<file path="src/sefc_params.svh">
// Offsets, field positions, reset values and codes of the event/queue/format block.
// Included by the threshold and core design files; definitions only.
`ifndef SEFC_PARAMS_SVH
`define SEFC_PARAMS_SVH

`define SEFC_OFS_DATA 3'h0
`define SEFC_OFS_EVENT 3'h2
`define SEFC_OFS_FORMAT 3'h3
`define SEFC_OFS_MODE 3'h4
`define SEFC_OFS_EXT 3'h7

`define SEFC_ID_NONE 4'h1
`define SEFC_ID_LINE 4'h6
`define SEFC_ID_RXLVL 4'h4
`define SEFC_ID_RXTO 4'hc
`define SEFC_ID_TXLOW 4'h2
`define SEFC_ID_MODEM 4'h0

`define SEFC_FMT_RESET 8'h00
`define SEFC_BANK_RESET 8'h00
`define SEFC_QCTL_RESET 8'h00
`define SEFC_MODE_RESET 3'h0

`define SEFC_B_QEN 0
`define SEFC_B_RECEIVER_SOFT_RESET 1
`define SEFC_B_TRANSMITTER_SOFT_RESET 2
`define SEFC_B_BANK_SELECT_ENABLE 7
`define SEFC_B_STB 2
`define SEFC_B_PEN 3
`define SEFC_B_EPS 4
`define SEFC_B_CONSTANT_PARITY 5
`define SEFC_B_BRK 6
`define SEFC_B_EXTSEL 0
`define SEFC_B_IRMS 1
`define SEFC_B_MODEMOD 2

`define SEFC_MODE_SERIAL 3'h0
`define SEFC_MODE_ASK 3'h2
`define SEFC_MODE_SIR 3'h3
`define SEFC_MODE_CIR 3'h6

`define SEFC_TO_CHARS 4'h4

`endif

</file>
<file path="src/sefc_pkg.sv">
// Types shared by the event/queue/format block files.
// Assumes sefc_params.svh is included alongside.
package sefc_pkg;

	typedef struct packed {
		logic [2:0] addr;
		logic [7:0] wdata;
		logic wr;
		logic rd;
	} sefc_bus_t;

	typedef struct packed {
		logic [5:0] len;
		logic [1:0] rx_thr_sel;
		logic [1:0] tx_thr_sel;
		logic deep32;
	} sefc_level_t;

	typedef struct packed {
		logic [1:0] bits;
		logic two_stop;
		logic half_stop;
		logic par_en;
		logic par_even;
		logic par_stick;
		logic brk;
	} sefc_format_t;

	typedef enum logic [2:0] {
		SEFC_ID_IDLE = 3'b001,
		SEFC_ID_HOLD = 3'b010,
		SEFC_ID_DONE = 3'b100
	} sefc_idst_t;

endpackage

</file>
<file path="src/sefc_thresh.sv">
// Queue threshold compare for the receive and transmit queues.
// Assumes fill counts come from the same clock domain.
`timescale 1ns/1ps
`include "sefc_params.svh"

module sefc_thresh (
	input wire logic [1:0] rx_sel,
	input wire logic [1:0] tx_sel,
	input wire logic deep32,
	input wire logic [5:0] rx_fill,
	input wire logic [5:0] tx_fill,
	output logic rx_high,
	output logic tx_low
);

	function automatic logic [5:0] rx_thr(input logic [1:0] s, input logic d);
		case (s)
			2'h0: rx_thr = 6'h01;
			2'h1: rx_thr = d ? 6'h08 : 6'h04;
			2'h2: rx_thr = d ? 6'h10 : 6'h08;
			default: rx_thr = d ? 6'h1a : 6'h0e;
		endcase
	endfunction

	function automatic logic [5:0] tx_thr(input logic [1:0] s, input logic d);
		case (s)
			2'h0: tx_thr = 6'h01;
			2'h1: tx_thr = d ? 6'h07 : 6'h03;
			2'h2: tx_thr = d ? 6'h11 : 6'h09;
			default: tx_thr = d ? 6'h19 : 6'h0d;
		endcase
	endfunction

	always_comb begin
		rx_high = rx_fill >= rx_thr(rx_sel, deep32);
		tx_low = tx_fill < tx_thr(tx_sel, deep32);
	end

endmodule

</file>
<file path="src/sefc_core.sv">
// Event identification, queue control and character format control.
// Assumes a host register port on clk and line/queue status from same-domain logic,
// except the modem pins, which are synchronised here.
//
// Notes on behaviour
// Legacy id 0001 idle, 0110 line status
// 0100 receive level, 1100 receive timeout
// 0010 transmit empty, cleared by write/id read
// 0000 modem input change, cleared by status read
// Displayed code frozen during identification read
// Bit0 low when pending; bits7:6 queues enabled
// Extended bits set regardless of enables
// Bit4 terminal count, cleared by id read
// Bit0 receive level, bit1 transmit level
// Bit2 line errors; queued errors at bottom
// Consumer infrared: bit2 overrun or underrun
// Bit3 modem event, masked by infrared select
// Bit5 mirrors transmitter idle status, held low in SIR mode
// Control bit0 enables queues, clear empties
// Bits1,2 self-clearing receiver/transmitter soft resets
// Transmit threshold select, below threshold event
// Receive threshold select, at/above threshold event
// Offset 3 reads bank, write bit7 steering
// Character length 5 to 8 bits
// Stop bits 1, 1.5 or 2
// Parity none, odd, even, mark, space
// Break forces transmit front end
// Bank-1 codes also write format register
// Mode change empties queues, clears status events
`timescale 1ns/1ps
`include "sefc_params.svh"

module sefc_core (
	input wire logic clk,
	input wire logic sys_rst,
	input wire logic [2:0] reg_addr,
	input wire logic [7:0] reg_wdata,
	input wire logic reg_wr,
	input wire logic reg_rd,
	output logic [7:0] reg_rdata,
	input wire logic rx_write,
	input wire logic rx_read,
	input wire logic [5:0] rx_fill,
	input wire logic [5:0] tx_fill,
	input wire logic deep32,
	input wire logic char_tick,
	input wire logic err_overrun,
	input wire logic err_bottom,
	input wire logic tx_underrun,
	input wire logic tx_idle,
	input wire logic dma_tc,
	input wire logic lsr_read,
	input wire logic msr_read,
	input wire logic [3:0] modem_pins,
	input wire logic ser_data,
	input wire logic ir_pulse,
	output logic [7:0] modem_status,
	output logic queues_enabled,
	output logic rx_soft_reset,
	output logic tx_soft_reset,
	output sefc_pkg::sefc_format_t format,
	output logic serial_output,
	output logic infrared_output
);

	// ----------------------------------------
	// Registers
	// ----------------------------------------
	logic [7:0] fmt_q, fmt_d;
	logic [7:0] bank_q, bank_d;
	logic [7:0] qctl_q, qctl_d;
	logic [2:0] mode_q, mode_d;
	logic ext_q, ext_d, irms_q, irms_d, mod_q, mod_d;
	logic receiver_soft_reset_q, receiver_soft_reset_d, transmitter_soft_reset_q, transmitter_soft_reset_d;
	logic ls_q, ls_d, ms_q, ms_d, dma_q, dma_d, thre_q, thre_d, to_q, to_d;
	logic [3:0] tocnt_q, tocnt_d;
	logic [3:0] msync1_q, msync2_q, mprev_q;
	logic [3:0] mdelta_q, mdelta_d;
	logic [3:0] shown_q, shown_d;
	logic [7:0] rdata_q, rdata_d;
	logic txne_q, txne_d;
	sefc_pkg::sefc_idst_t st_q, st_d;

	logic wr_ev, rd_ev, wr_fmt, wr_mode, wr_ext, rd_id, wr_tx, rd_rx;
	logic cir, mode_chg, rx_high, tx_low, bank1, any_modem;
	logic [3:0] live_id;
	logic [7:0] ext_id, leg_id;

	always_comb begin
		wr_ev = reg_wr && reg_addr == `SEFC_OFS_EVENT;
		rd_ev = reg_rd && reg_addr == `SEFC_OFS_EVENT;
		wr_fmt = reg_wr && reg_addr == `SEFC_OFS_FORMAT;
		wr_mode = reg_wr && reg_addr == `SEFC_OFS_MODE;
		wr_ext = reg_wr && reg_addr == `SEFC_OFS_EXT;
		rd_id = rd_ev;
		wr_tx = reg_wr && reg_addr == `SEFC_OFS_DATA;
		rd_rx = rx_read || (reg_rd && reg_addr == `SEFC_OFS_DATA);
		cir = ext_q && mode_q == `SEFC_MODE_CIR;
		mode_chg = wr_mode && ext_q && reg_wdata[7:5] != mode_q;
		// Codes 1x..x1, 1x..1x or 10.. with bit7 set still name bank 1
		bank1 = reg_wdata[6] == 1'b0 || reg_wdata[1] || reg_wdata[0];
	end

	// ----------------------------------------
	// Modem pin synchroniser and change detect
	// ----------------------------------------
	always_ff @(posedge clk) begin
		if (sys_rst) begin
			msync1_q <= 4'h0;
			msync2_q <= 4'h0;
			mprev_q <= 4'h0;
		end else begin
			msync1_q <= modem_pins;
			msync2_q <= msync1_q;
			mprev_q <= msync2_q;
		end
	end

	always_comb begin
		// Pins: [0] clear-to-send, [1] data-set-ready, [2] ring, [3] carrier
		mdelta_d = mdelta_q;
		if (msr_read || mode_chg)
			mdelta_d = 4'h0;
		mdelta_d[0] = mdelta_d[0] | (msync2_q[0] ^ mprev_q[0]);
		mdelta_d[1] = mdelta_d[1] | (msync2_q[1] ^ mprev_q[1]);
		mdelta_d[2] = mdelta_d[2] | (msync2_q[2] & ~mprev_q[2]);
		mdelta_d[3] = mdelta_d[3] | (msync2_q[3] ^ mprev_q[3]);
		any_modem = |mdelta_q;
		modem_status = {msync2_q, mdelta_q};
	end

	// ----------------------------------------
	// Threshold compare
	// ----------------------------------------
	sefc_thresh u_thresh (
		.rx_sel(qctl_q[7:6]),
		.tx_sel(qctl_q[5:4]),
		.deep32(deep32),
		.rx_fill(rx_fill),
		.tx_fill(tx_fill),
		.rx_high(rx_high),
		.tx_low(tx_low)
	);

	// ----------------------------------------
	// Control and format writes
	// ----------------------------------------
	always_comb begin
		fmt_d = fmt_q;
		bank_d = bank_q;
		qctl_d = qctl_q;
		mode_d = mode_q;
		ext_d = ext_q;
		irms_d = irms_q;
		mod_d = mod_q;
		receiver_soft_reset_d = 1'b0;
		transmitter_soft_reset_d = 1'b0;
		if (wr_ev) begin
			qctl_d = reg_wdata;
			qctl_d[`SEFC_B_RECEIVER_SOFT_RESET] = 1'b0;
			qctl_d[`SEFC_B_TRANSMITTER_SOFT_RESET] = 1'b0;
			if (!ext_q)
				qctl_d[5:4] = 2'h0;
			if (cir)
				qctl_d[`SEFC_B_QEN] = 1'b1;
			receiver_soft_reset_d = reg_wdata[`SEFC_B_RECEIVER_SOFT_RESET];
			transmitter_soft_reset_d = reg_wdata[`SEFC_B_TRANSMITTER_SOFT_RESET];
		end
		if (wr_fmt) begin
			bank_d = reg_wdata;
			if (!reg_wdata[`SEFC_B_BANK_SELECT_ENABLE] || bank1)
				fmt_d = reg_wdata;
		end
		if (wr_mode && ext_q)
			mode_d = reg_wdata[7:5];
		if (wr_ext) begin
			ext_d = reg_wdata[`SEFC_B_EXTSEL];
			irms_d = reg_wdata[`SEFC_B_IRMS];
			mod_d = reg_wdata[`SEFC_B_MODEMOD];
		end
		if (cir)
			qctl_d[`SEFC_B_QEN] = 1'b1;
	end

	always_ff @(posedge clk) begin
		if (sys_rst) begin
			fmt_q <= `SEFC_FMT_RESET;
			bank_q <= `SEFC_BANK_RESET;
			qctl_q <= `SEFC_QCTL_RESET;
			mode_q <= `SEFC_MODE_RESET;
			ext_q <= 1'b0;
			irms_q <= 1'b0;
			mod_q <= 1'b0;
			receiver_soft_reset_q <= 1'b0;
			transmitter_soft_reset_q <= 1'b0;
		end else begin
			fmt_q <= fmt_d;
			bank_q <= bank_d;
			qctl_q <= qctl_d;
			mode_q <= mode_d;
			ext_q <= ext_d;
			irms_q <= irms_d;
			mod_q <= mod_d;
			receiver_soft_reset_q <= receiver_soft_reset_d;
			transmitter_soft_reset_q <= transmitter_soft_reset_d;
		end
	end

	always_comb begin
		queues_enabled = qctl_q[`SEFC_B_QEN];
		// Clearing the enable and changing mode both empty the queues
		rx_soft_reset = receiver_soft_reset_q || (wr_ev && !reg_wdata[`SEFC_B_QEN] && !cir) || mode_chg;
		tx_soft_reset = transmitter_soft_reset_q || (wr_ev && !reg_wdata[`SEFC_B_QEN] && !cir) || mode_chg;
		format.bits = fmt_q[1:0];
		format.two_stop = fmt_q[`SEFC_B_STB] && fmt_q[1:0] != 2'h0;
		format.half_stop = fmt_q[`SEFC_B_STB] && fmt_q[1:0] == 2'h0;
		format.par_en = fmt_q[`SEFC_B_PEN];
		format.par_even = fmt_q[`SEFC_B_EPS];
		format.par_stick = fmt_q[`SEFC_B_CONSTANT_PARITY];
		format.brk = fmt_q[`SEFC_B_BRK];
		if (cir)
			format = '0;
	end

	// ----------------------------------------
	// Break on the transmit front end
	// ----------------------------------------
	always_comb begin
		serial_output = ser_data && !format.brk;
		infrared_output = ir_pulse;
		if (format.brk && ext_q && (mode_q == `SEFC_MODE_SIR || mode_q == `SEFC_MODE_ASK))
			infrared_output = (mode_q == `SEFC_MODE_ASK && !mod_q) ? 1'b1 : char_tick;
	end

	// ----------------------------------------
	// Event sources
	// ----------------------------------------
	always_comb begin
		// Set wins over clear on every sticky flag except the timeout, where clear wins
		ls_d = (ls_q && !lsr_read && !mode_chg && !receiver_soft_reset_q)
			|| err_overrun || (!cir && err_bottom)
			|| (cir && tx_underrun);
		ms_d = any_modem;
		dma_d = (dma_q && !rd_id) || dma_tc;
		thre_d = thre_q;
		if (wr_tx || (rd_id && st_q == sefc_pkg::SEFC_ID_IDLE && shown_q == `SEFC_ID_TXLOW))
			thre_d = 1'b0;
		// Set on the step into empty only, else an id read could never clear it
		txne_d = tx_fill != 6'h00;
		if (tx_fill == 6'h00 && txne_q)
			thre_d = 1'b1;
		// Timeout counts character times while data sit untouched
		tocnt_d = tocnt_q;
		to_d = to_q;
		if (rx_write || rd_rx || rx_fill == 6'h00 || !queues_enabled) begin
			tocnt_d = 4'h0;
			to_d = 1'b0;
		end else if (char_tick && tocnt_q != `SEFC_TO_CHARS) begin
			tocnt_d = tocnt_q + 4'h1;
			if (tocnt_q + 4'h1 == `SEFC_TO_CHARS)
				to_d = 1'b1;
		end
	end

	always_ff @(posedge clk) begin
		if (sys_rst) begin
			ls_q <= 1'b0;
			ms_q <= 1'b0;
			dma_q <= 1'b0;
			thre_q <= 1'b0;
			to_q <= 1'b0;
			tocnt_q <= 4'h0;
			mdelta_q <= 4'h0;
			txne_q <= 1'b0;
		end else begin
			ls_q <= ls_d;
			ms_q <= ms_d;
			dma_q <= dma_d;
			thre_q <= thre_d;
			to_q <= to_d;
			tocnt_q <= tocnt_d;
			mdelta_q <= mdelta_d;
			txne_q <= txne_d;
		end
	end

	// ----------------------------------------
	// Identification encode and read freeze
	// ----------------------------------------
	always_comb begin
		if (ls_q)
			live_id = `SEFC_ID_LINE;
		else if (to_q)
			live_id = `SEFC_ID_RXTO;
		else if (rx_high)
			live_id = `SEFC_ID_RXLVL;
		else if (thre_q)
			live_id = `SEFC_ID_TXLOW;
		else if (ms_q)
			live_id = `SEFC_ID_MODEM;
		else
			live_id = `SEFC_ID_NONE;
		shown_d = live_id;
		st_d = sefc_pkg::SEFC_ID_IDLE;
		case (st_q)
			sefc_pkg::SEFC_ID_IDLE: begin
				if (rd_id)
					st_d = sefc_pkg::SEFC_ID_HOLD;
			end
			sefc_pkg::SEFC_ID_HOLD: begin
				shown_d = shown_q;
				st_d = rd_id ? sefc_pkg::SEFC_ID_HOLD : sefc_pkg::SEFC_ID_DONE;
			end
			sefc_pkg::SEFC_ID_DONE: st_d = sefc_pkg::SEFC_ID_IDLE;
			default: st_d = sefc_pkg::SEFC_ID_IDLE;
		endcase
		if (rd_id)
			shown_d = shown_q;
		leg_id = {{2{queues_enabled}}, 2'h0, shown_q};
		ext_id = 8'h00;
		ext_id[0] = queues_enabled ? (rx_high || to_q) : (rx_fill != 6'h00);
		ext_id[1] = queues_enabled ? tx_low : (tx_fill == 6'h00);
		ext_id[2] = ls_q;
		ext_id[3] = ms_q && !(mode_q != `SEFC_MODE_SERIAL && irms_q);
		ext_id[4] = dma_q;
		ext_id[5] = tx_idle && mode_q != `SEFC_MODE_SIR;
		rdata_d = 8'h00;
		if (reg_rd) begin
			case (reg_addr)
				`SEFC_OFS_EVENT: rdata_d = ext_q ? ext_id : leg_id;
				`SEFC_OFS_FORMAT: rdata_d = bank_q;
				`SEFC_OFS_MODE: rdata_d = {mode_q, 5'h00};
				`SEFC_OFS_EXT: rdata_d = {5'h00, mod_q, irms_q, ext_q};
				default: rdata_d = 8'h00;
			endcase
		end
	end

	always_ff @(posedge clk) begin
		if (sys_rst) begin
			shown_q <= `SEFC_ID_NONE;
			st_q <= sefc_pkg::SEFC_ID_IDLE;
			rdata_q <= 8'h00;
		end else begin
			shown_q <= shown_d;
			st_q <= st_d;
			rdata_q <= rdata_d;
		end
	end

	assign reg_rdata = rdata_q;

endmodule

</file>
<file path="config.mk">
export PLATFORM = sky130hd
export DESIGN_NAME = sefc_core
export DESIGN_NICKNAME = d
export VERILOG_FILES = /design/src/sefc_pkg.sv /design/src/sefc_thresh.sv /design/src/sefc_core.sv
export VERILOG_INCLUDE_DIRS = /design/src /design/src/src
export SDC_FILE = /design/constraint.sdc
export NUM_CORES = 1
export LEC_CHECK = 0
export BUFFER_PORTS_ARGS = -buffer_cell sky130_fd_sc_hd__buf_2
export CAP_MARGIN = 20
export CORE_UTILIZATION = 53
export CTS_CLUSTER_SIZE = 14
export DETAILED_ROUTE_END_ITERATION = 8
export PLACE_DENSITY = 0.79
export REMOVE_ABC_BUFFERS = 1
export SKIP_LAST_GASP = 1
export SYNTH_ARGS = -nofsm -noshare
export SYNTH_HDL_FRONTEND = slang
export SYNTH_SLANG_ARGS = --single-unit
</file>
<file path="constraint.sdc">
create_clock -name clk -period 2.33 [get_ports clk]
set_input_delay 0.466 -clock clk [delete_from_list [all_inputs] [get_ports clk]]
set_output_delay 0.466 -clock clk [all_outputs]
set_load 0.01 [all_outputs]
</file>
==> impl_results.md, run 1 <==
* Placed instance area at ~0.0036 mm²
* GRT Total Usage at 0.269
* Clk Latency, worst-skew pair at 360 ps
* Avg Inst Size Synth at 8.55 µm²
* CTS H-tree depth at 3
* Clk sink count at 69
* CP max FO at 7
* Unrepaired setup endpoints after global routing: false
* Setup-failing EPs final at 0
* Element type at the critical path end: primary output
* Commonest cells in the netlist: dfxtp_1 (69), nor2_1 (53), nand2_1 (40)
* Crit path from: mode_q[0]
* Drt pass-1 iters at 5
* TritonCTS Buffers at 9
* Clock root buffer: clkbuf_8
* IR drop worst, VDD at between 0.3 and 0.4 mV
* Global-route wire length before repair at ~13 mm
* Startpoint types: flip-flop
* Chip Width at 78.7 µm
* Hold crit path type: input port to flip-flop
* CTS Hold Bufs at 0
* CTS tree: built
* Hold Fails Final Rpt at 0
* Ys async rst share at 0
* Remaining global-route overflow at 0
* Worst-path clk slew at 80 ps
* Hold_sp: modem_pins[1]
* Die area at 0.00620 mm²
* Fin crit share at 0.952
* Total chip power at 2.43 mW
* Clock buffer depth at 2
* Grt met1 use at 0.327
* Largest net degree at the start of global routing at 44
* Final hold slack at 311 ps
* Cell accounting for the most synthesized area: dfxtp_1
* Max-slew headroom at 0.603
* Post-synth EDFFs at 0
* # Max-Cap Violations at 0
* Netlist Area Pre-Place at about 0.0031 mm²
* Post-DP HPWL at approximately 5.6 mm
* Chip Height at 78.7 µm
* Design area at 0.00380 mm²
* Antenna Nets Post-Route at 0
* Met3 GRT Util at 0.0552
* Power Density at approximately 640 mW/mm²
* # DRC at 0
* GR Util met2 at 0.437
* Max Slew Vio Count at 0
* Clock skew at approximately 6.3 ps
* Pleak at 1.64 nW
* Setup Buffers After CTS at 0
* Grt peak-use layer: met2
* Tmin final at around 2200 ps
* Worst EP required at 1860 ps
* Status: finished, final reports clean
* Post-Syn Instances at 365
* Vias at 2857
* F_max at 0.451 GHz
* FP Rows at 27
* Yosys warns at 0
* Vias in the first global route at 2774
* Layout cell share with drive strength beyond 1 at 0.238
* Pin slew with the least headroom to its limit at around 600 ps
* Top cells by area, synth: dfxtp_1 (44%), nor2_1 (6.4%), ha_1 (4.8%)
* Count leader, synth: dfxtp_1
* Post-synth top area share at 0.442
* Main synth FF type: dfxtp_1
* # nets final at 501
* Antenna Cells at 0
* R2r startpoint: qctl_q[7]
* Buffers on Ports at 72
* Initial antenna violation count at 0
* Starting DRT DRC Count at 220
* Avg Vias per Cell at 5.47
* R2R depth at 7
* Synth-to-Final Area Change at 21.8%
* Final GP Congestion at 0.845
* Yosys reg bits at 69
* CORE AREA at 0.00561 mm²
* Critical path type: flip-flop to primary output
* Initial Util at 0.557
* Io pins at 73
* Post-synth cell types at 50
* Final wirelength at 7.62 mm
* Post-detailed-route wirelength per cell at approximately 15 µm
* Sequential share of the synthesized area at 0.442
* Hold Path Depth at 2
* Critical path data arrival time at 1750 ps
## area by class of cell
cell class / instances / area (µm²)
Clock buffer: 9 / 124
Sequential cell: 69 / 1380
Timing Repair Buffer: 85 / 458
Inverter: 12 / 45.0
Multi-Input combinational cell: 268 / 1630
Tap cell: 72 / 90.1
Fill cell: 507 / 1810
Clock inverter: 7 / 76.3
## registers in the layout, indices dropped and copies added (netlist names), 3 cells and up
register and cells:
reg_rdata 8, tocnt_q 4, shown_q 4, qctl_q 5
bank_q 8, msync1_q 4, mdelta_q 4, msync2_q 4
st_q 3, mprev_q 4, fmt_q 7, mode_q 3
## cells by family (layout without fill, tap and decap cells)
family	Yosys count	after routing	share of synthesized area
AND/OR/NAND/NOR	164	164	0.261
multiplexers	15	15	0.0485
flip-flops	69	69	0.442
AO/OA/AOI/OAI	65	65	0.129
buffers and inverters	28	113	0.0373
XOR/XNOR	12	12	0.0337
adder cells (fa/ha/maj)	12	12	0.0481
## power breakdown
part | total [mW] | internal [mW] | switching [mW]
Clock | 0.977 | 0.496 | 0.481
Combinational | 0.220 | 0.0978 | 0.122
Sequential | 1.23 | 1.21 | 0.0196
Total | 2.43 | 1.80 | 0.622
## per-stage QoR
step / TNS, ps / setup WS, ps / std cells / utilization
floorplan: 0 / 228 / 349 / -
global placement: 0 / 35.6 / 506 / 0.642
detailed placement: -61.1 / -61.1 / 506 / 0.642
CTS: 0 / 80.5 / 522 / 0.677
global route: 0 / 26.9 / 522 / 0.678
finish: 0 / 113 / 522 / 0.678
## worst max-delay path, stage by stage, from the launching register on
cell and delay (ps):
dfxtp_2 370, xor2_1 170, o31a_1 340, a31oi_1 270
nand2b_1 100, buf_2 150
## final timing paths
| kind | slack (ps) | end |
|---|---|---|
| max | 110 | rx_soft_reset |
| min | 310 | msync1_q[1] |
| max reg2reg | 240 | shown_q[0] |
| min reg2reg | 440 | msync2_q[0] |
## layout by cell type, fill, tap and decap left out, types with 12 or more instances in the layout
cell and count:
a21oi_1 28, buf_2 72, buf_4 13, dfxtp_1 67, ha_1 12, inv_1 12, mux2i_1 14, nand2_1 40
nor2_1 53, nor2b_1 16
## metal layers
metal / share of wire / vias to the layer above
li1: - / 1423
met1: 0.44 / 1303
met2: 0.47 / 112
met3: 0.064 / 19
met4: 0.025 / 0
met5: 0 / -
## timing repair
item / CTS / global route
endpoints found under the setup margin: 0 / 3
gates resized for setup: 0 / 3
endpoints found under the hold margin: 0 / 0
(Power assumes the default switching activity.)
==> run 2, diff against run 1 <==
--- a/config.mk
+++ b/config.mk
@@ -11,7 +11,7 @@
 export CORE_UTILIZATION = 53
 export CTS_CLUSTER_SIZE = 14
 export DETAILED_ROUTE_END_ITERATION = 8
-export PLACE_DENSITY = 0.79
+export PLACE_DENSITY = 0.77
 export REMOVE_ABC_BUFFERS = 1
 export SKIP_LAST_GASP = 1
 export SYNTH_ARGS = -nofsm -noshare
==> run 2 against run 1 <==
Sequential cell count did not move. First-iteration DRC count is 55% higher. Clock power is 0.8% higher. Sequential power barely moved. Global-route usage down 0.83 points. Maximum frequency grew 1.4%. Non-clock buffer count unchanged. Via count rose by 0.28%. Core utilization barely moved. Clock skew about the same.
==> impl_results.md, run 2 (synthesis gave the netlist of run 1 again) <==
* Hold Fails Final Rpt at 0 (unchanged)
* Clock buffer depth at 2 (unchanged)
* Antenna Cells at 0 (unchanged)
* Chip Height at 78.7 µm (unchanged)
* Post-detailed-route wirelength per cell at 14.5 µm (was 14.6 µm)
* Buffers on Ports at 72 (unchanged)
* Clk Latency, worst-skew pair at 350 ps (was 360 ps)
* Fin crit share at 0.938 (was 0.952)
* FP Rows at 27 (unchanged)
* CTS H-tree depth at 3 (unchanged)
* Max-slew headroom at 0.631 (was 0.603)
* Pin slew with the least headroom to its limit at 552 ps (was 587 ps)
* Layout cell share with drive strength beyond 1 at 0.233 (was 0.238)
* Power Density at 641 mW/mm² (was 638 mW/mm²)
* Most common cell after layout, fill and taps aside: buf_2 (unchanged)
* TritonCTS Buffers at 9 (unchanged)
* Avg Vias per Cell at 5.49 (was 5.47)
* Pleak at 1.64 nW (about the same)
* Clock skew at 6.58 ps (was 6.27 ps)
* Global-route wire length before repair at 12.2 mm (was 12.8 mm)
* Clk sink count at 69 (unchanged)
* Starting DRT DRC Count at 342 (was 220)
* Unrepaired setup endpoints after global routing: false (unchanged)
* Tmin final at 2190 ps (was 2220 ps)
* Vias in the first global route at 2593 (was 2774)
* Setup Buffers After CTS at 0 (unchanged)
* Commonest non-fill, non-tap cells in the layout: buf_2 (72), dfxtp_1 (68), nor2_1 (53), nand2_1 (40), a21oi_1 (28) (was buf_2 (72), dfxtp_1 (67), nor2_1 (53), nand2_1 (40), a21oi_1 (28))
* Setup-failing EPs final at 0 (unchanged)
* Final hold slack at 320 ps (was 311 ps)
* Design area at 0.00380 mm² (about the same)
* Final GP Congestion at 0.855 (was 0.845)
* Element type at the critical path end: primary output (unchanged)
* Antenna Nets Post-Route at 0 (unchanged)
* Filler cells at 496 (was 507)
* Worst-path clk slew at 80 ps (about the same)
* Synth-to-Final Area Change at 21.7% (was 21.8%)
* GRT Total Usage at 0.261 (was 0.269)
* IR drop worst, VDD at 0.462 mV (was 0.374 mV)
* Initial antenna violation count at 0 (unchanged)
* Final wirelength at 7.56 mm (was 7.62 mm)
* Drt pass-1 iters at 4 (was 5)
* Placed instance area at 0.00360 mm² (unchanged)
* R2R setup slack at 230 ps (was 240 ps)
* Remaining global-route overflow at 0 (unchanged)
* Critical path data arrival time at 1720 ps (was 1750 ps)
* CTS tree: built (unchanged)
* CORE AREA at 0.00561 mm² (unchanged)
* CP max FO at 7 (unchanged)
* Status: finished, final reports clean (unchanged)
* Post-DP HPWL at 5.55 mm (was 5.65 mm)
* Worst EP required at 1860 ps (about the same)
* # DRC at 0 (unchanged)
* Max Slew Vio Count at 0 (unchanged)
* Vias at 2865 (was 2857)
* Clock root buffer: clkbuf_8 (unchanged)
* # nets final at 501 (unchanged)
* # Max-Cap Violations at 0 (unchanged)
* Largest net degree at the start of global routing at 36 (was 44)
* Die area at 0.00620 mm² (unchanged)
* F_max at 0.457 GHz (was 0.451 GHz)
* Chip Width at 78.7 µm (unchanged)
* Io pins at 73 (unchanged)
* Hold crit path type: input port to flip-flop (unchanged)
* Initial Util at 0.557 (unchanged)
* Critical path type: flip-flop to primary output (unchanged)
* Startpoint types: flip-flop (unchanged)
run 2: changes by cell type in the layout (fill, tap and decap cells not counted):
cell and change:
clkinv_4 -3, dfxtp_2 -1, a2111oi_0 +1, clkbuf_8 +1, clkbuf_1 +1, a2111oi_1 -1, inv_6 +1, dfxtp_1 +1
run 2: what timing repair did:
item | 4_1_cts | 5_1_grt
hold buffers | 0 | 0
gates resized for setup | 0 | 1
setup endpoints to repair | 0 | 2
run 2: per-stage QoR:
step | TNS (ps) | utilization | total power [mW] | cells | worst slack [ps]
final | 0 | 0.678 | 2.43 | 522 | 144
after global routing | 0 | 0.678 | 2.55 | 522 | 14.9
after global placement | 0 | 0.642 | 1.47 | 506 | 29.5
after detailed placement | -64.7 | 0.642 | 1.47 | 506 | -64.7
after floorplan | 0 | - | 1.35 | 349 | 228
after CTS | 0 | 0.677 | 2.45 | 522 | 75.3
run 2: layout make-up:
class	count	area, µm²	share of cell area
tap	72	90.1	0.0237
sequential	69	1380	0.364
clock buffer	11	141	0.0372
inverter	12	45.0	0.0119
multi-input combinational	268	1620	0.427
clock inverter	5	58.8	0.0155
timing repair buffer	85	458	0.121
run 2: path summary, 6_finish.rpt:
| kind | start | to | cells after the start |
|---|---|---|---|
| worst min-delay path | dma_tc | dma_q | 3 |
| worst min register to register | msync1_q[3] | msync2_q[3] | 1 |
| worst max-delay path | mode_q[0] | rx_soft_reset | 5 |
| worst max register to register | qctl_q[7] | shown_q[0] | 7 |
run 2: worst max-delay path, cell delays in order (launching register included):
cell,delay [ps]
dfxtp_2,370
xor2_1,170
o31a_1,330
a31oi_1,270
nand2b_1,80
buf_2,140
run 2: routing by layer:
layer | routed length [µm] | vias up | global-route usage | part of all wire
met5 | 0 | - | 0 | 0
met4 | 154 | 0 | 0.102 | 0.020
met3 | 455 | 16 | 0.0667 | 0.060
met2 | 3490 | 105 | 0.413 | 0.46
met1 | 3470 | 1321 | 0.339 | 0.46
li1 | - | 1423 | - | -
run 2: power breakdown:
group,internal (mW),leakage (nW),total (mW),switching [mW]
sequential,1.21,0.562,1.23,0.0208
clock,0.525,0.0959,0.985,0.459
combinational,0.0971,0.979,0.219,0.122
total,1.83,1.64,2.43,0.602
==> run 3, diff against run 2 <==
--- a/config.mk
+++ b/config.mk
@@ -6,7 +6,7 @@
 export SDC_FILE = /design/constraint.sdc
 export NUM_CORES = 1
 export LEC_CHECK = 0
-export BUFFER_PORTS_ARGS = -buffer_cell sky130_fd_sc_hd__buf_2
+export BUFFER_PORTS_ARGS = -buffer_cell sky130_fd_sc_hd__buf_4
 export CAP_MARGIN = 20
 export CORE_UTILIZATION = 53
 export CTS_CLUSTER_SIZE = 14
==> run 3 against run 2 <==
Clock power decreased by 11%. Final cell count decreased by 0.57%. Non-clock buffer count decreased by 3. Sequential power about the same. Die area unchanged. Power decreased by 3.8%. Maximum frequency decreased by 1.1%. Combinational power increased by 10%. Worst setup slack got worse by 24 ps. Sequential cell count unchanged. Sequential share of layout area decreased by 1.2 points. Critical path type unchanged. Largest cell class unchanged.
==> impl_results.md, run 3 (synthesis gave the netlist of run 1 again) <==
* Grt met1 use at 0.343 (was 0.339)
* Antenna Cells at 0 (unchanged)
* Worst EP required at 1860 ps (about the same)
* Avg Vias per Cell at 5.44 (was 5.49)
* Remaining global-route overflow at 0 (unchanged)
* Tmin final at 2210 ps (was 2190 ps)
* TritonCTS Buffers at 9 (unchanged)
* Critical-path cell list: xor2_1, o31a_1, a31oi_1, nand2b_1, buf_4 (was xor2_1, o31a_1, a31oi_1, nand2b_1, buf_2)
* Grt peak-use layer: met2 (unchanged)
* GR Util met2 at 0.416 (was 0.413)
* Worst-path clk slew at 80 ps (about the same)
* Startpoint types: flip-flop (unchanged)
* Final GP Congestion at 0.881 (was 0.855)
* Drt pass-1 iters at 6 (was 4)
* Post-detailed-route wirelength per cell at 14.5 µm (about the same)
* Post-route insts no fill at 519 (was 522)
* Commonest non-fill, non-tap cells in the layout: buf_4 (82), dfxtp_1 (68), nor2_1 (53), nand2_1 (40), a21oi_1 (28) (was buf_2 (72), dfxtp_1 (68), nor2_1 (53), nand2_1 (40), a21oi_1 (28))
* Filler cells at 477 (was 496)
* CP delay by family, top: compound AO/OA/AOI/OAI gates (unchanged)
* Antenna Nets Post-Route at 0 (unchanged)
* CP Buf/Inv Count at 1 (unchanged)
* Clock root buffer: clkbuf_8 (unchanged)
* FP Rows at 27 (unchanged)
* Vias at 2823 (was 2865)
* Layout cell share with drive strength beyond 1 at 0.230 (was 0.233)
* # DRC at 0 (unchanged)
* Clk Latency, worst-skew pair at 350 ps (about the same)
* Chip Height at 78.7 µm (unchanged)
* CTS H-tree depth at 3 (unchanged)
* Met3 GRT Util at 0.0425 (was 0.0667)
* Clock skew at 6.39 ps (was 6.58 ps)
* Vias in the first global route at 2641 (was 2593)
* Critical path type: flip-flop to primary output (unchanged)
* Placed instance area at 0.00376 mm² (was 0.00360 mm²)
* IR drop worst, VDD at 0.406 mV (was 0.462 mV)
* Clk sink count at 69 (unchanged)
* Initial Util at 0.557 (unchanged)
* F_max at 0.452 GHz (was 0.457 GHz)
* Unrepaired setup endpoints after global routing: false (unchanged)
* Post-DP HPWL at 5.63 mm (was 5.55 mm)
* Die area at 0.00620 mm² (unchanged)
* Pleak at 1.65 nW (was 1.64 nW)
* Most common cell after layout, fill and taps aside: buf_4 (was buf_2)
* Starting DRT DRC Count at 175 (was 342)
* Total chip power at 2.34 mW (was 2.43 mW)
* Fin crit share at 0.949 (was 0.938)
* Worst Setup Slack, final at 119 ps (was 144 ps)
* Final wirelength at 7.54 mm (was 7.56 mm)
* Crit path largest cell delay at 460 ps (was 370 ps)
* Largest net degree at the start of global routing at 56 (was 36)
* CP max FO at 6 (was 7)
* Global-route wire length before repair at 12.4 mm (was 12.2 mm)
* # nets final at 498 (was 501)
* Max-slew headroom at 0.634 (was 0.631)
* Buffers on Ports at 72 (unchanged)
* Design area at 0.00393 mm² (was 0.00380 mm²)
* Critical path data arrival time at 1740 ps (was 1720 ps)
* Fin util at 0.701 (was 0.678)
* Element type at the critical path end: primary output (unchanged)
* Synth-to-Final Area Change at 25.9% (was 21.7%)
* Setup Buffers After CTS at 0 (unchanged)
* CORE AREA at 0.00561 mm² (unchanged)
* Hold Fails Final Rpt at 0 (unchanged)
* Setup-failing EPs final at 0 (unchanged)
* Io pins at 73 (unchanged)
* Power Density at 596 mW/mm² (was 641 mW/mm²)
* Setup slack at placement at -5.77 ps (was -64.7 ps)
* Pin slew with the least headroom to its limit at 550 ps (was 552 ps)
* # Max-Cap Violations at 0 (unchanged)
* CTS tree: built (unchanged)
* Initial antenna violation count at 0 (unchanged)
* Clock buffer depth at 2 (unchanged)
* Hold crit path type: input port to flip-flop (unchanged)
* Status: finished, final reports clean (unchanged)
* Chip Width at 78.7 µm (unchanged)
* CP max-delay cell: dfxtp_1 (was dfxtp_2)
* GRT Total Usage at 0.261 (about the same)
* Max Slew Vio Count at 0 (unchanged)
* Cells after DPL at 503 (was 506)
## run 3: cell types whose count changed in the layout (fill, tap and decap cells not counted)
cell / change
inv_6: +1
buf_4: +69
clkbuf_1: -1
clkbuf_8: -1
clkinv_2: +1
clkinvlp_4: +1
buf_2: -72
bufinv_16: -1
## run 3: path summary, 6_finish.rpt
check	startpoint	endpoint	slack, ps	depth (start not counted)
worst max register to register	qctl_q[6]	shown_q[0]	240	7
worst min register to register	msync1_q[0]	msync2_q[0]	450	1
worst max-delay path	mode_q[2]	rx_soft_reset	120	5
worst min-delay path	modem_pins[2]	msync1_q[2]	310	2
## run 3: per-layer routing
metal / vias up / part of all wire
met1: 1299 / 0.45
met2: 96 / 0.47
met4: 0 / 0.020
met3: 16 / 0.063
met5: - / 0
li1: 1412 / -
## run 3: final cells by class
cell class	instances	area (µm²)	area share
Multi-Input combinational cell	268	1620	0.413
Sequential cell	69	1380	0.352
Timing Repair Buffer	82	616	0.157
Clock buffer	9	124	0.0315
Tap cell	72	90.1	0.0229
Clock inverter	7	50.0	0.0127
Inverter	12	45.0	0.0115
## run 3: where the power goes
| part | internal [mW] | switching (mW) |
|---|---|---|
| Sequential | 1.21 | 0.0204 |
| Combinational | 0.121 | 0.120 |
| Clock | 0.388 | 0.483 |
## run 3: worst register-to-register path: stages, from the launching register on
cell and delay, ps:
dfxtp_1 400, mux2i_1 110, ha_1 310, a21o_1 160, a2111oi_0 370, o21ai_1 140
or4_1 420, o21ai_1 120
## run 3: repair_timing
action	in CTS	in global routing
setup endpoints to repair	0	2
hold buffers	0	0
gates resized for setup	0	1
## run 3: through the flow
step	hold WS [ps]	TNS, ps
3_5_place_dp	432	-5.77
2_1_floorplan	414	0
4_1_cts	314	0
3_3_place_gp	416	0
6_report	314	0
5_1_grt	320	0
